**src/common/cacfg_map.svh**
```systemverilog
`ifndef CACFG_MAP_SVH
`define CACFG_MAP_SVH

// field positions of the auxiliary configuration word
`define CACFG_BIT_EARLY_RESP      30
`define CACFG_BIT_IPREFETCH       29
`define CACFG_BIT_DPREFETCH       28
`define CACFG_BIT_NONSEC_INTR     27
`define CACFG_BIT_NONSEC_LOCKDOWN 26
`define CACFG_BIT_ROUND_ROBIN     25
`define CACFG_ALLOC_HI            24
`define CACFG_ALLOC_LO            23
`define CACFG_BIT_SHARED_IGNORE   22
`define CACFG_BIT_PARITY          21
`define CACFG_BIT_EVENT_BUS       20
`define CACFG_WAY_SIZE_HI         19
`define CACFG_WAY_SIZE_LO         17
`define CACFG_BIT_ASSOC16         16
`define CACFG_BIT_SHARED_INV      13
`define CACFG_BIT_EXCLUSIVE       12
`define CACFG_BIT_SB_DEV_LIMIT    11
`define CACFG_BIT_SO_DEV_PRIO     10
`define CACFG_BIT_FULL_LINE_ZERO  0

// writable bits: 31, 15:14 and 9:1 are reserved
`define CACFG_WRITE_MASK          32'h7FFF_3C01

// reset value apart from the strapped way size and associativity
`define CACFG_RESET_VALUE         32'h0200_0000

// write-allocate field codes
`define CACFG_ALLOC_USE_BUS       2'h0
`define CACFG_ALLOC_FORCE_NONE    2'h1
`define CACFG_ALLOC_FORCE_ON      2'h2

// way-size codes at both ends of the legal range
`define CACFG_WAY_SIZE_MIN        3'h1
`define CACFG_WAY_SIZE_MAX        3'h6

// victim selection
`define CACFG_LFSR_SEED           16'hACE1
`define CACFG_LFSR_TAPS           16'hB400
`define CACFG_WAYS_8_MASK         4'h7
`define CACFG_WAYS_16_MASK        4'hF

// store buffer depth seen by the device-write limit
`define CACFG_SB_SLOTS            4'h8

`endif

```
**src/common/cacfg_pkg.sv**
```systemverilog
package cacfg_pkg;

  // write response codes as carried on the bus
  typedef enum logic [1:0] {
    CACFG_RESP_OKAY   = 2'h0,
    CACFG_RESP_SLVERR = 2'h2,
    CACFG_RESP_DECERR = 2'h3
  } cacfg_resp_t;

  // which requester wins the master-port slot
  typedef enum logic [1:0] {
    CACFG_GRANT_NONE,
    CACFG_GRANT_SO_DEV,
    CACFG_GRANT_CACHEABLE
  } cacfg_grant_t;

endpackage : cacfg_pkg

```
**src/logic/cacfg_decode.sv**
```systemverilog
`include "cacfg_map.svh"

// turns the stored word into the effective controls the datapath uses
module cacfg_decode (
  // stored configuration word
  input  wire logic [31:0] cfg_word,
  // bus cache allocate attribute of the current write
  input  wire logic        bus_alloc_attr,
  // effective controls
  output logic             write_allocate_hint,
  output logic [2:0]       way_size_eff,
  output logic [3:0]       way_index_mask,
  output logic             shared_ignore,
  output logic             shared_invalidate_eff
);
  import cacfg_pkg::*;

  wire logic [1:0] alloc_field = cfg_word[`CACFG_ALLOC_HI:`CACFG_ALLOC_LO];
  wire logic [2:0] way_field   = cfg_word[`CACFG_WAY_SIZE_HI:`CACFG_WAY_SIZE_LO];
  wire logic       assoc16     = cfg_word[`CACFG_BIT_ASSOC16];

  // code 11 falls through to the bus attribute like code 00
  assign write_allocate_hint = (alloc_field == `CACFG_ALLOC_FORCE_NONE) ? 1'b0 :
                               (alloc_field == `CACFG_ALLOC_FORCE_ON)   ? 1'b1 :
                               bus_alloc_attr;

  // reserved codes fold onto the nearest legal size
  assign way_size_eff = (way_field < `CACFG_WAY_SIZE_MIN) ? `CACFG_WAY_SIZE_MIN :
                        (way_field > `CACFG_WAY_SIZE_MAX) ? `CACFG_WAY_SIZE_MAX :
                        way_field;

  // 8 ways need three index bits, 16 ways four
  assign way_index_mask = assoc16 ? `CACFG_WAYS_16_MASK : `CACFG_WAYS_8_MASK;

  // override wins: shared invalidate only acts while sharing is honoured
  assign shared_ignore         = cfg_word[`CACFG_BIT_SHARED_IGNORE];
  assign shared_invalidate_eff = cfg_word[`CACFG_BIT_SHARED_INV] &&
                                 !cfg_word[`CACFG_BIT_SHARED_IGNORE];

endmodule // cacfg_decode

```
**src/logic/cacfg_top.sv**
```systemverilog
// Notes on behaviour
// - bit 30 enables early write responses; resets to zero.
// - bit 29 enables instruction prefetch; resets to zero.
// - bit 28 enables data prefetch; resets to zero.
// - bit 27 lets non-secure accesses reach interrupt clear and mask registers.
// - bit 26 lets non-secure writes modify lockdown registers; reset blocks them.
// - bit 25 picks round-robin (reset) or LFSR pseudo-random victim ways.
// - bits 24:23 pass, force off, or force on the write-allocate hint; 11 passes.
// - bit 22 makes incoming shareable attributes be ignored.
// - bit 21 enables parity, bit 20 the event monitor bus; both reset off.
// - bits 19:17 way size 16KB..512KB, reserved codes clamp; bit 16 8/16 ways.
// - bit 13 enables shared invalidate only while bit 22 is clear.
// - bit 12 enables exclusive cache operation; resets off.
// - bit 11 keeps one store buffer slot free of device writes.
// - bit 10 gives strongly ordered and device reads top arbitration priority.
// - bit 0 enables full-line-of-zero writes; resets off.
// - non-secure write gets DECERR, write while cache on SLVERR; DECERR first.
// - way size and associativity reset from external strap inputs.
`include "cacfg_map.svh"

module cacfg_top (
  // clock and synchronous reset
  input  wire logic                 clk,
  input  wire logic                 reset,
  // straps sampled while reset is high
  input  wire logic [2:0]           way_size_strap,
  input  wire logic                 assoc_strap,
  // main control register state: cache enable bit
  input  wire logic                 cache_enabled,
  // register write port
  input  wire logic                 cfg_wr_valid,
  input  wire logic [31:0]          cfg_wr_data,
  input  wire logic                 cfg_wr_non_secure,
  output logic                      cfg_wr_resp_valid,
  output cacfg_pkg::cacfg_resp_t    cfg_wr_resp,
  // register read port
  input  wire logic                 cfg_rd_valid,
  output logic                      cfg_rd_resp_valid,
  output logic [31:0]               cfg_rd_data,
  // access checks for interrupt and lockdown registers
  input  wire logic                 non_secure_access,
  output logic                      intr_access_allowed,
  output logic                      lockdown_write_allowed,
  // write-allocate and shareable handling of the current access
  input  wire logic                 bus_alloc_attr,
  input  wire logic                 acc_shareable,
  output logic                      write_allocate_hint,
  output logic                      shareable_eff,
  output logic                      shared_invalidate_eff,
  // store buffer admission
  input  wire logic                 sb_req_valid,
  input  wire logic                 sb_req_device,
  input  wire logic [3:0]           sb_used_slots,
  output logic                      sb_accept,
  // master-port arbitration
  input  wire logic                 arb_so_dev_read_req,
  input  wire logic                 arb_cacheable_req,
  output cacfg_pkg::cacfg_grant_t   arb_grant,
  // victim way selection
  input  wire logic                 victim_advance,
  output logic [3:0]                victim_way,
  // plain feature enables
  output logic                      early_resp_en,
  output logic                      iprefetch_en,
  output logic                      dprefetch_en,
  output logic                      parity_en,
  output logic                      event_bus_en,
  output logic                      exclusive_en,
  output logic                      full_line_zero_en,
  output logic                      round_robin_en,
  output logic [2:0]                way_size_eff,
  output logic                      assoc16_en
);
  import cacfg_pkg::*;

  // stored configuration and response state
  logic [31:0]  cfg_reg;
  logic [31:0]  cfg_next;
  logic         wr_resp_valid_reg;
  cacfg_resp_t  wr_resp_reg;
  cacfg_resp_t  wr_resp_next;
  logic         rd_resp_valid_reg;
  logic [31:0]  rd_data_reg;
  logic [15:0]  lfsr_reg;
  logic [15:0]  lfsr_next;
  logic [3:0]   rr_reg;
  logic [3:0]   rr_next;

  // decoded helpers
  wire logic [3:0] way_index_mask;
  wire logic       shared_ignore;
  wire logic       wr_commit;
  wire logic [31:0] strap_word;
  wire logic [31:0] merged_word;

  // secure-only gate, shared by the interrupt and lockdown checks
  function automatic logic gate_ok(input logic nonsec, input logic nonsec_enable);
    gate_ok = !nonsec || nonsec_enable;
  endfunction

  // strapped fields placed at their positions inside an otherwise empty word
  assign strap_word = {12'h000, way_size_strap, assoc_strap, 16'h0000};

  // -------------------------------------------------------------------------
  // write response: non-secure refusal ranks above the cache-enabled refusal
  // -------------------------------------------------------------------------
  assign wr_resp_next = cfg_wr_non_secure ? CACFG_RESP_DECERR :
                        cache_enabled     ? CACFG_RESP_SLVERR :
                        CACFG_RESP_OKAY;

  // only a clean secure write with the cache off reaches the register
  assign wr_commit = cfg_wr_valid && (wr_resp_next == CACFG_RESP_OKAY);

  // reserved bits are dropped on the way in, so they can never read back set
  assign merged_word = cfg_wr_data & `CACFG_WRITE_MASK;

  assign cfg_next = wr_commit ? merged_word : cfg_reg;

  // configuration word; straps replace fixed reset constants for size and ways
  always_ff @(posedge clk) begin
    if (reset) begin
      cfg_reg <= `CACFG_RESET_VALUE | strap_word;
    end else begin
      cfg_reg <= cfg_next;
    end
  end

  // write answers one cycle after the request, refused writes included
  always_ff @(posedge clk) begin
    if (reset) begin
      wr_resp_valid_reg <= 1'b0;
      wr_resp_reg       <= CACFG_RESP_OKAY;
    end else begin
      wr_resp_valid_reg <= cfg_wr_valid;
      wr_resp_reg       <= cfg_wr_valid ? wr_resp_next : CACFG_RESP_OKAY;
    end
  end

  // reads are open to both worlds and return the masked word
  always_ff @(posedge clk) begin
    if (reset) begin
      rd_resp_valid_reg <= 1'b0;
      rd_data_reg       <= 32'h0000_0000;
    end else begin
      rd_resp_valid_reg <= cfg_rd_valid;
      rd_data_reg       <= cfg_rd_valid ? (cfg_reg & `CACFG_WRITE_MASK) : 32'h0000_0000;
    end
  end

  assign cfg_wr_resp_valid = wr_resp_valid_reg;
  assign cfg_wr_resp       = wr_resp_reg;
  assign cfg_rd_resp_valid = rd_resp_valid_reg;
  assign cfg_rd_data       = rd_data_reg;

  // -------------------------------------------------------------------------
  // plain enables straight from the stored word
  // -------------------------------------------------------------------------
  assign early_resp_en     = cfg_reg[`CACFG_BIT_EARLY_RESP];
  assign iprefetch_en      = cfg_reg[`CACFG_BIT_IPREFETCH];
  assign dprefetch_en      = cfg_reg[`CACFG_BIT_DPREFETCH];
  assign parity_en         = cfg_reg[`CACFG_BIT_PARITY];
  assign event_bus_en      = cfg_reg[`CACFG_BIT_EVENT_BUS];
  assign exclusive_en      = cfg_reg[`CACFG_BIT_EXCLUSIVE];
  assign full_line_zero_en = cfg_reg[`CACFG_BIT_FULL_LINE_ZERO];
  assign round_robin_en    = cfg_reg[`CACFG_BIT_ROUND_ROBIN];
  assign assoc16_en        = cfg_reg[`CACFG_BIT_ASSOC16];

  // -------------------------------------------------------------------------
  // security gates for neighbouring registers
  // -------------------------------------------------------------------------
  // interrupt clear and mask: reads and writes alike are gated
  assign intr_access_allowed    = gate_ok(non_secure_access,
                                          cfg_reg[`CACFG_BIT_NONSEC_INTR]);
  // lockdown: only writes are checked here, reads stay open
  assign lockdown_write_allowed = gate_ok(non_secure_access,
                                          cfg_reg[`CACFG_BIT_NONSEC_LOCKDOWN]);

  // -------------------------------------------------------------------------
  // field decode: allocate hint, way size, shareable treatment
  // -------------------------------------------------------------------------
  cacfg_decode u_decode (
    .cfg_word              (cfg_reg),
    .bus_alloc_attr        (bus_alloc_attr),
    .write_allocate_hint   (write_allocate_hint),
    .way_size_eff          (way_size_eff),
    .way_index_mask        (way_index_mask),
    .shared_ignore         (shared_ignore),
    .shared_invalidate_eff (shared_invalidate_eff)
  );

  // with the override on every access is handled as non-shared
  assign shareable_eff = acc_shareable && !shared_ignore;

  // -------------------------------------------------------------------------
  // store buffer admission
  // -------------------------------------------------------------------------
  wire logic sb_has_free     = (sb_used_slots < `CACFG_SB_SLOTS);
  // a device write may not take the last slot; keeps normal writes flowing
  wire logic sb_dev_has_room = (sb_used_slots < (`CACFG_SB_SLOTS - 4'h1));
  wire logic sb_dev_ok       = cfg_reg[`CACFG_BIT_SB_DEV_LIMIT] ? sb_dev_has_room
                                                                : sb_has_free;

  assign sb_accept = sb_req_valid && (sb_req_device ? sb_dev_ok : sb_has_free);

  // -------------------------------------------------------------------------
  // master-port arbitration between the two request classes
  // -------------------------------------------------------------------------
  wire logic so_dev_first = cfg_reg[`CACFG_BIT_SO_DEV_PRIO];

  assign arb_grant = (arb_so_dev_read_req && (so_dev_first || !arb_cacheable_req))
                     ? CACFG_GRANT_SO_DEV
                     : arb_cacheable_req ? CACFG_GRANT_CACHEABLE
                     : CACFG_GRANT_NONE;

  // -------------------------------------------------------------------------
  // victim way selection
  // -------------------------------------------------------------------------
  // galois lfsr keeps running every advance so the random mode never stalls
  assign lfsr_next = lfsr_reg[0] ? ((lfsr_reg >> 1) ^ `CACFG_LFSR_TAPS) : (lfsr_reg >> 1);

  // round-robin wraps at the way count in force
  assign rr_next = ((rr_reg & way_index_mask) == way_index_mask) ? 4'h0
                   : ((rr_reg + 4'h1) & way_index_mask);

  // lfsr state
  always_ff @(posedge clk) begin
    if (reset) begin
      lfsr_reg <= `CACFG_LFSR_SEED;
    end else if (victim_advance) begin
      lfsr_reg <= lfsr_next;
    end
  end

  // round-robin pointer; holds still while the random mode is in use
  always_ff @(posedge clk) begin
    if (reset) begin
      rr_reg <= 4'h0;
    end else if (victim_advance && round_robin_en) begin
      rr_reg <= rr_next;
    end
  end

  // only the low index bits matter, so an 8-way cache never names way 8..15
  assign victim_way = round_robin_en ? (rr_reg & way_index_mask)
                                     : (lfsr_reg[3:0] & way_index_mask);

endmodule // cacfg_top

```
**config.mk**
```make
export PLATFORM = sky130hd
export DESIGN_NAME = cacfg_top
export DESIGN_NICKNAME = d
export VERILOG_FILES = /design/src/common/cacfg_pkg.sv /design/src/logic/cacfg_decode.sv /design/src/logic/cacfg_top.sv
export VERILOG_INCLUDE_DIRS = /design/src /design/src/common
export SDC_FILE = /design/constraint.sdc
export NUM_CORES = 1
export LEC_CHECK = 0
export BUFFER_PORTS_ARGS = -buffer_cell sky130_fd_sc_hd__buf_4
export CAP_MARGIN = 10
export CORE_ASPECT_RATIO = 2
export CORE_MARGIN = 2
export CORE_UTILIZATION = 46
export CTS_CLUSTER_SIZE = 12
export DETAILED_ROUTE_END_ITERATION = 8
export PLACE_DENSITY = 0.79
export SYNTH_ARGS = -nofsm -noshare
export SYNTH_HDL_FRONTEND = slang
export SYNTH_SLANG_ARGS = --single-unit
```
**constraint.sdc**
```tcl
create_clock -name clk -period 1.2 [get_ports clk]
set_input_delay 0.18 -clock clk [delete_from_list [all_inputs] [get_ports clk]]
set_output_delay 0.18 -clock clk [all_outputs]
set_load 0.03 [all_outputs]
```
# ---- Word-level counts from Yosys, hierarchy flattened
# Index checks and enable logic that the tools add are counted.
dict set report word_totals {
  wordCells 55
  out_inout_bits 60
  reg_bits 76
  input_bits 54
}
dict set report op_classes {
  n_eq_ne 3
  order_cmp 4
  n_bitwise 6
  n_reduce_logical 16
  n_addsub 1
  muxes 16
}
# operator n
set op_table {}
lappend op_table {{$mux W20} 2}
lappend op_table {{$mux W16} 1}
lappend op_table {{$and A4 B4 Y4} 3}
lappend op_table {{$mux W4} 3}
lappend op_table {{$mux W2} 4}
lappend op_table {{$logic_and A1 B1 Y1} 6}
lappend op_table {{$mux W3} 2}
lappend op_table {{$add A4 B1 Y4 const B} 1}
lappend op_table {{$eq A4 B4 Y1} 1}
lappend op_table {{$lt A4 B3 Y1 const B} 1}
lappend op_table {{$lt A4 B4 Y1 const B} 1}
lappend op_table {{$mux W1} 4}
lappend op_table {{$not A3 Y4} 1}
lappend op_table {{$reduce_or A2 Y1} 2}
lappend op_table {{$gt A3 B3 Y1 const B} 1}
lappend op_table {{$logic_not A1 Y1} 3}
lappend op_table {{$logic_or A1 B1 Y1} 3}
lappend op_table {{$lt A3 B1 Y1 const B} 1}
lappend op_table {{$eq A2 B1 Y1 const B} 1}
lappend op_table {{$eq A2 B2 Y1 const B} 1}
lappend op_table {{$logic_not A2 Y1} 1}
lappend op_table {{$not A1 Y1} 2}
lappend op_table {{$reduce_bool A2 Y1} 1}

# ---- Logic depth before layout (Yosys ltp)
dict set report logic_depth {
  depth_word 6
  ltp_mapped 5
  mapped_depth_nobuf 4
}

# ---- Hierarchy
# A second synthesis with hierarchy kept.
dict set report hier_totals {
  hier_cells 231
  hier_area_um2 2497.4
}
# mod cells_per_inst area_each_um2 seq_area_each_um2 instances
set by_module_without_submodules {}
lappend by_module_without_submodules {cacfg_top 217 2408.6 1321.3 1}
lappend by_module_without_submodules {cacfg_decode 14 88.8 0.0 1}

# ---- Worst setup path after synthesis
# Ideal clock, no wire load.
dict set report synth_timing {
  path_type {reg2out}
  start {reg cfg_reg[10]}
  end {out arb_grant[1]}
  n_path_buf 0
  t_required_ns 1.020
  stages_incl_launch_ff 4
  slack_ns -0.438
  arrival_time_ns 1.458
  cell_sequence {dfxtp_1 inv_1 a21boi_0 nor2b_1}
}
dict set report synth_between {
  elab_chain_cells 3
}
# item line
set synth_lines {}
lappend synth_lines {{start, declared} cacfg_top.sv:77} ;# logic [31:0] cfg_reg;
lappend synth_lines {{start signal, assigned} cacfg_top.sv:122} ;# cfg_reg <= `CACFG_RESET_VALUE | strap_word;
lappend synth_lines {{start signal, assigned} cacfg_top.sv:124} ;# cfg_reg <= cfg_next;
lappend synth_lines {{$logic_or A1 B1 Y1} cacfg_top.sv:210} ;# assign arb_grant = (arb_so_dev_read_req && (so_dev_first || !arb_cacheable_req))
lappend synth_lines {{$logic_and A1 B1 Y1} cacfg_top.sv:210}
lappend synth_lines {{$mux W2} cacfg_top.sv:211} ;# ? CACFG_GRANT_SO_DEV
lappend synth_lines {{end, declared} cacfg_top.sv:58} ;# output cacfg_pkg::cacfg_grant_t arb_grant,
# No other way between the ends.

# ---- Worst setup path in the final report
dict set report layout_timing {
  start {reg cfg_reg[25]}
  end {out victim_way[0]}
}
dict set report layout_between {
  elab_chain_cells 1
}
# item line
set layout_lines {}
lappend layout_lines {{$mux W4} cacfg_top.sv:244} ;# assign victim_way = round_robin_en ? (rr_reg & way_index_mask)
lappend layout_lines {{end, declared} cacfg_top.sv:61} ;# output logic [3:0] victim_way,
# No other way between the ends.

==> impl_metrics.env <==
export IMPL_outcome="finished with violations"
export IMPL_violations="setup timing"
export IMPL_clock_skew_final_ps=5.732
export IMPL_io_pins=114
export IMPL_p_clk_share_pct=35.3
export IMPL_cp_start_kind="flip-flop"
export IMPL_routed_wl_um=5074
export IMPL_drtIter0Drc=29
export IMPL_grt_pass1_vias=1812
export IMPL_initial_core_util_pct=47.62
export IMPL_ant_nets=0
export IMPL_h_tree_depth=3
export IMPL_root_buffer="clkbuf_8"
export IMPL_cap_violations=0
export IMPL_drive_gt1_share_pct=45.71
export IMPL_vias=1829
export IMPL_r2r_start="cfg_reg[25]$_SDFFE_PP1P_"
export IMPL_r2r_slack_ps=10
export IMPL_crit_arrival_ps=1190
export IMPL_netlist_area_mm2=0.002425
export IMPL_power_density_mw_per_mm2=1367
export IMPL_dpl_hpwl_um=3662
export IMPL_required_ps=1020
export IMPL_yosys_warnings=0
export IMPL_area_growth_pct=41.74
export IMPL_hold_class="input port to flip-flop"
export IMPL_p_leak_nw=1.626
export IMPL_ctsHoldBuffers=0
export IMPL_timing_rr_end="rr_reg[3]$_SDFFE_PP0P_"
export IMPL_cpLargestDelayFamily="flip-flops"
export IMPL_post_route_period_util_pct=114.1
export IMPL_power_switching_mw=1.195
export IMPL_gp_congestion=0.7342
export IMPL_syn_area_per_cell_um2=11.12
export IMPL_swShare_pct=25.44
export IMPL_vdd_drop_max_mv=1.120
export IMPL_ys_types=39
export IMPL_synth_seq_area_share_pct=54.49
export IMPL_core_area_mm2=0.005092
export IMPL_slew_viol_final=0
export IMPL_cts_tree="yes"
export IMPL_vias_per_cell=4.763
export IMPL_critPathCaptureType="primary output"
export IMPL_grt_max_degree=22
export IMPL_crit_buf_inv=1
export IMPL_seqPwrFrac_pct=49.1
export IMPL_setup_violations_final=10
export IMPL_clock_path_buffers=2
export IMPL_drc=0
export IMPL_grt_pass1_wl_um=8300
export IMPL_r2r_cells=4
export IMPL_dp_cells=358
export IMPL_numPortBuffers=89
export IMPL_cts_buffers=9
export IMPL_cts_sink_count=64
export IMPL_grt_overflow=0
export IMPL_hp_start="cfg_wr_data[0]"
export IMPL_rows=37
export IMPL_die_y_um=106.7
export IMPL_clock_latency_ps=330
export IMPL_synthCells=218
export IMPL_grtUsageTotal_pct=18.28
export IMPL_cell_internal_pwr_mw=3.503
export IMPL_whs_path_depth=2
export IMPL_die_w_um=55.34
export IMPL_crit_type="flip-flop to primary output"
export IMPL_cpMaxStageDelayCell="dfxtp_4"
export IMPL_drt_first_pass_iters=4
export IMPL_wl_per_cell_um=13.21
export IMPL_synth_seq_cells=64
export IMPL_path_cells="mux2_4, buf_6"
export IMPL_rsz0062_at_grt="true"
export IMPL_finalNonFillerCells=384
export IMPL_crit_path_max_fanout=6
export IMPL_fmax_mhz=730.2
export IMPL_p_total_mw=4.698
export IMPL_grt_antenna_before_repair=0
export IMPL_max_stage_delay_ps=400
export IMPL_antenna_cells=0
export IMPL_fin_crit_ps=1369
export IMPL_hold_end="cfg_reg[0]$_SDFFE_PP0P_"
export IMPL_die_area_mm2=0.005903
export IMPL_nets=376
export IMPL_pwr_share_comb_pct=15.6
export IMPL_hold_violations=0
export IMPL_setup_slack_ps=-169.5
export IMPL_path_clk_slew_ps=60
==> cell usage after synthesis, drive strengths merged <==
cell / n / share of area (%)
dfxtp: 60 / 50
and2: 21 / 5.4
buf: 21 / 6.8
a22o: 19 / 6.9
nor2: 14 / 2.2
nor2b: 11 / 2.8
mux2i: 8 / 3.3
a211o: 6 / 2.2
clkbuf: 6 / 1.8
inv: 6 / 0.93
nand2: 6 / 1.2
a21oi: 5 / 1.5
edfxtp: 4 / 5.0
nand2b: 4 / 1.7
mux2: 3 / 1.4
nand3: 3 / 0.62
xnor2: 3 / 1.1
o21ai: 2 / 0.41
or2: 2 / 0.52
a211oi: 1 / 0.31
a21boi: 1 / 0.31
a21o: 1 / 0.31
a2bb2oi: 1 / 0.36
a311o: 1 / 0.46
a311oi: 1 / 0.36
a31oi: 1 / 0.26
and3: 1 / 0.26
conb: 1 / 0.15
ha: 1 / 0.52
nand4: 1 / 0.26
nor3: 1 / 0.67
or3: 1 / 0.26
xor2: 1 / 0.36
==> worst max path at each step <==
stage,from,endpoint,slack [ps],cells past startpoint
2_1_floorplan,cfg_reg[10]$_SDFFE_PP0P_,arb_grant[1],-140,3
3_3_place_gp,cfg_reg[25]$_SDFFE_PP1P_,victim_way[0],60,2
3_5_place_dp,cache_enabled,cfg_reg[19]$_DFFE_PP_,60,4
4_1_cts,cfg_reg[11]$_SDFFE_PP0P_,sb_accept,-200,3
5_1_grt,cfg_reg[11]$_SDFFE_PP0P_,sb_accept,-220,3
6_report,cfg_reg[25]$_SDFFE_PP1P_,victim_way[0],-170,2
==> what timing repair did <==
action | in CTS | in global routing
cloned | 0 | 0
buffers inserted | 8 | 3
endpoints found under the setup margin | 11 | 15
pin swaps | 2 | 2
resized for setup | 21 | 8
==> layout by cell type (no fill, tap or decap), drive strengths merged, types with 2 or more instances in the layout <==
master  Yosys  layout
edfxtp      4       4
nand3       3       3
dfxtp      60      60
nor2       14      14
inv         6       6
o21ai       2       2
conb        1      12
a21oi       5       5
clkbuf      6      13
xnor2       3       3
nand2b      4       4
a211o       6       6
and2       21      21
mux2i       8       8
a22o       19      19
mux2        3       3
buf        21     108
nor2b      11      11
clkinv      0       3
or2         2       2
nand2       6       6
==> per-layer routing <==
metal	share of wire (%)	track usage [%]	up-vias
li1	-	-	915
met5	0	0	-
met1	36	18.18	843
met2	57	33.25	63
met3	5.0	4.825	8
met4	2.1	10.63	0
==> per-stage QoR <==
step                hold slack, ps  TNS (ps)  util [%]  cell area, µm²  worst slack [ps]
finish                       62.09     -1085     67.49            3437            -169.5
global route                 57.08     -1637     67.49            3437            -223.0
CTS                          45.83     -1315     66.78            3401            -200.2
detailed placement           400.9         0     60.66            3089             60.37
global placement             395.6         0     60.66            3089             58.65
floorplan                    301.7    -136.0         -            2476            -136.0
==> power groups by stage <==
stage	logic, mW	clock network (mW)	registers (mW)
floorplan	0.393	0	2.40
global route	0.783	1.78	2.32
global placement	0.661	0	2.35
CTS	0.725	1.72	2.31
detailed placement	0.672	0	2.36
finish	0.731	1.66	2.31
==> cell type report <==
cell class / count / area [µm²]
inverter: 6 / 22.52
multi-input combinational: 132 / 954.7
sequential: 64 / 1331
fill: 411 / 1655
timing repair buffer: 108 / 872.1
clock inverter: 3 / 15.01
tap: 58 / 72.57
clock buffer: 13 / 168.9
==> cells by family after synthesis <==
family / share of synthesized area (%)
other cells: 0.1547
simple gates: 15.89
compound gates: 13.31
flops: 54.49
xor+xnor: 1.445
fa+ha+maj: 0.5159
mux: 4.696
buf+inv: 9.494
(Power assumes the default switching activity.)
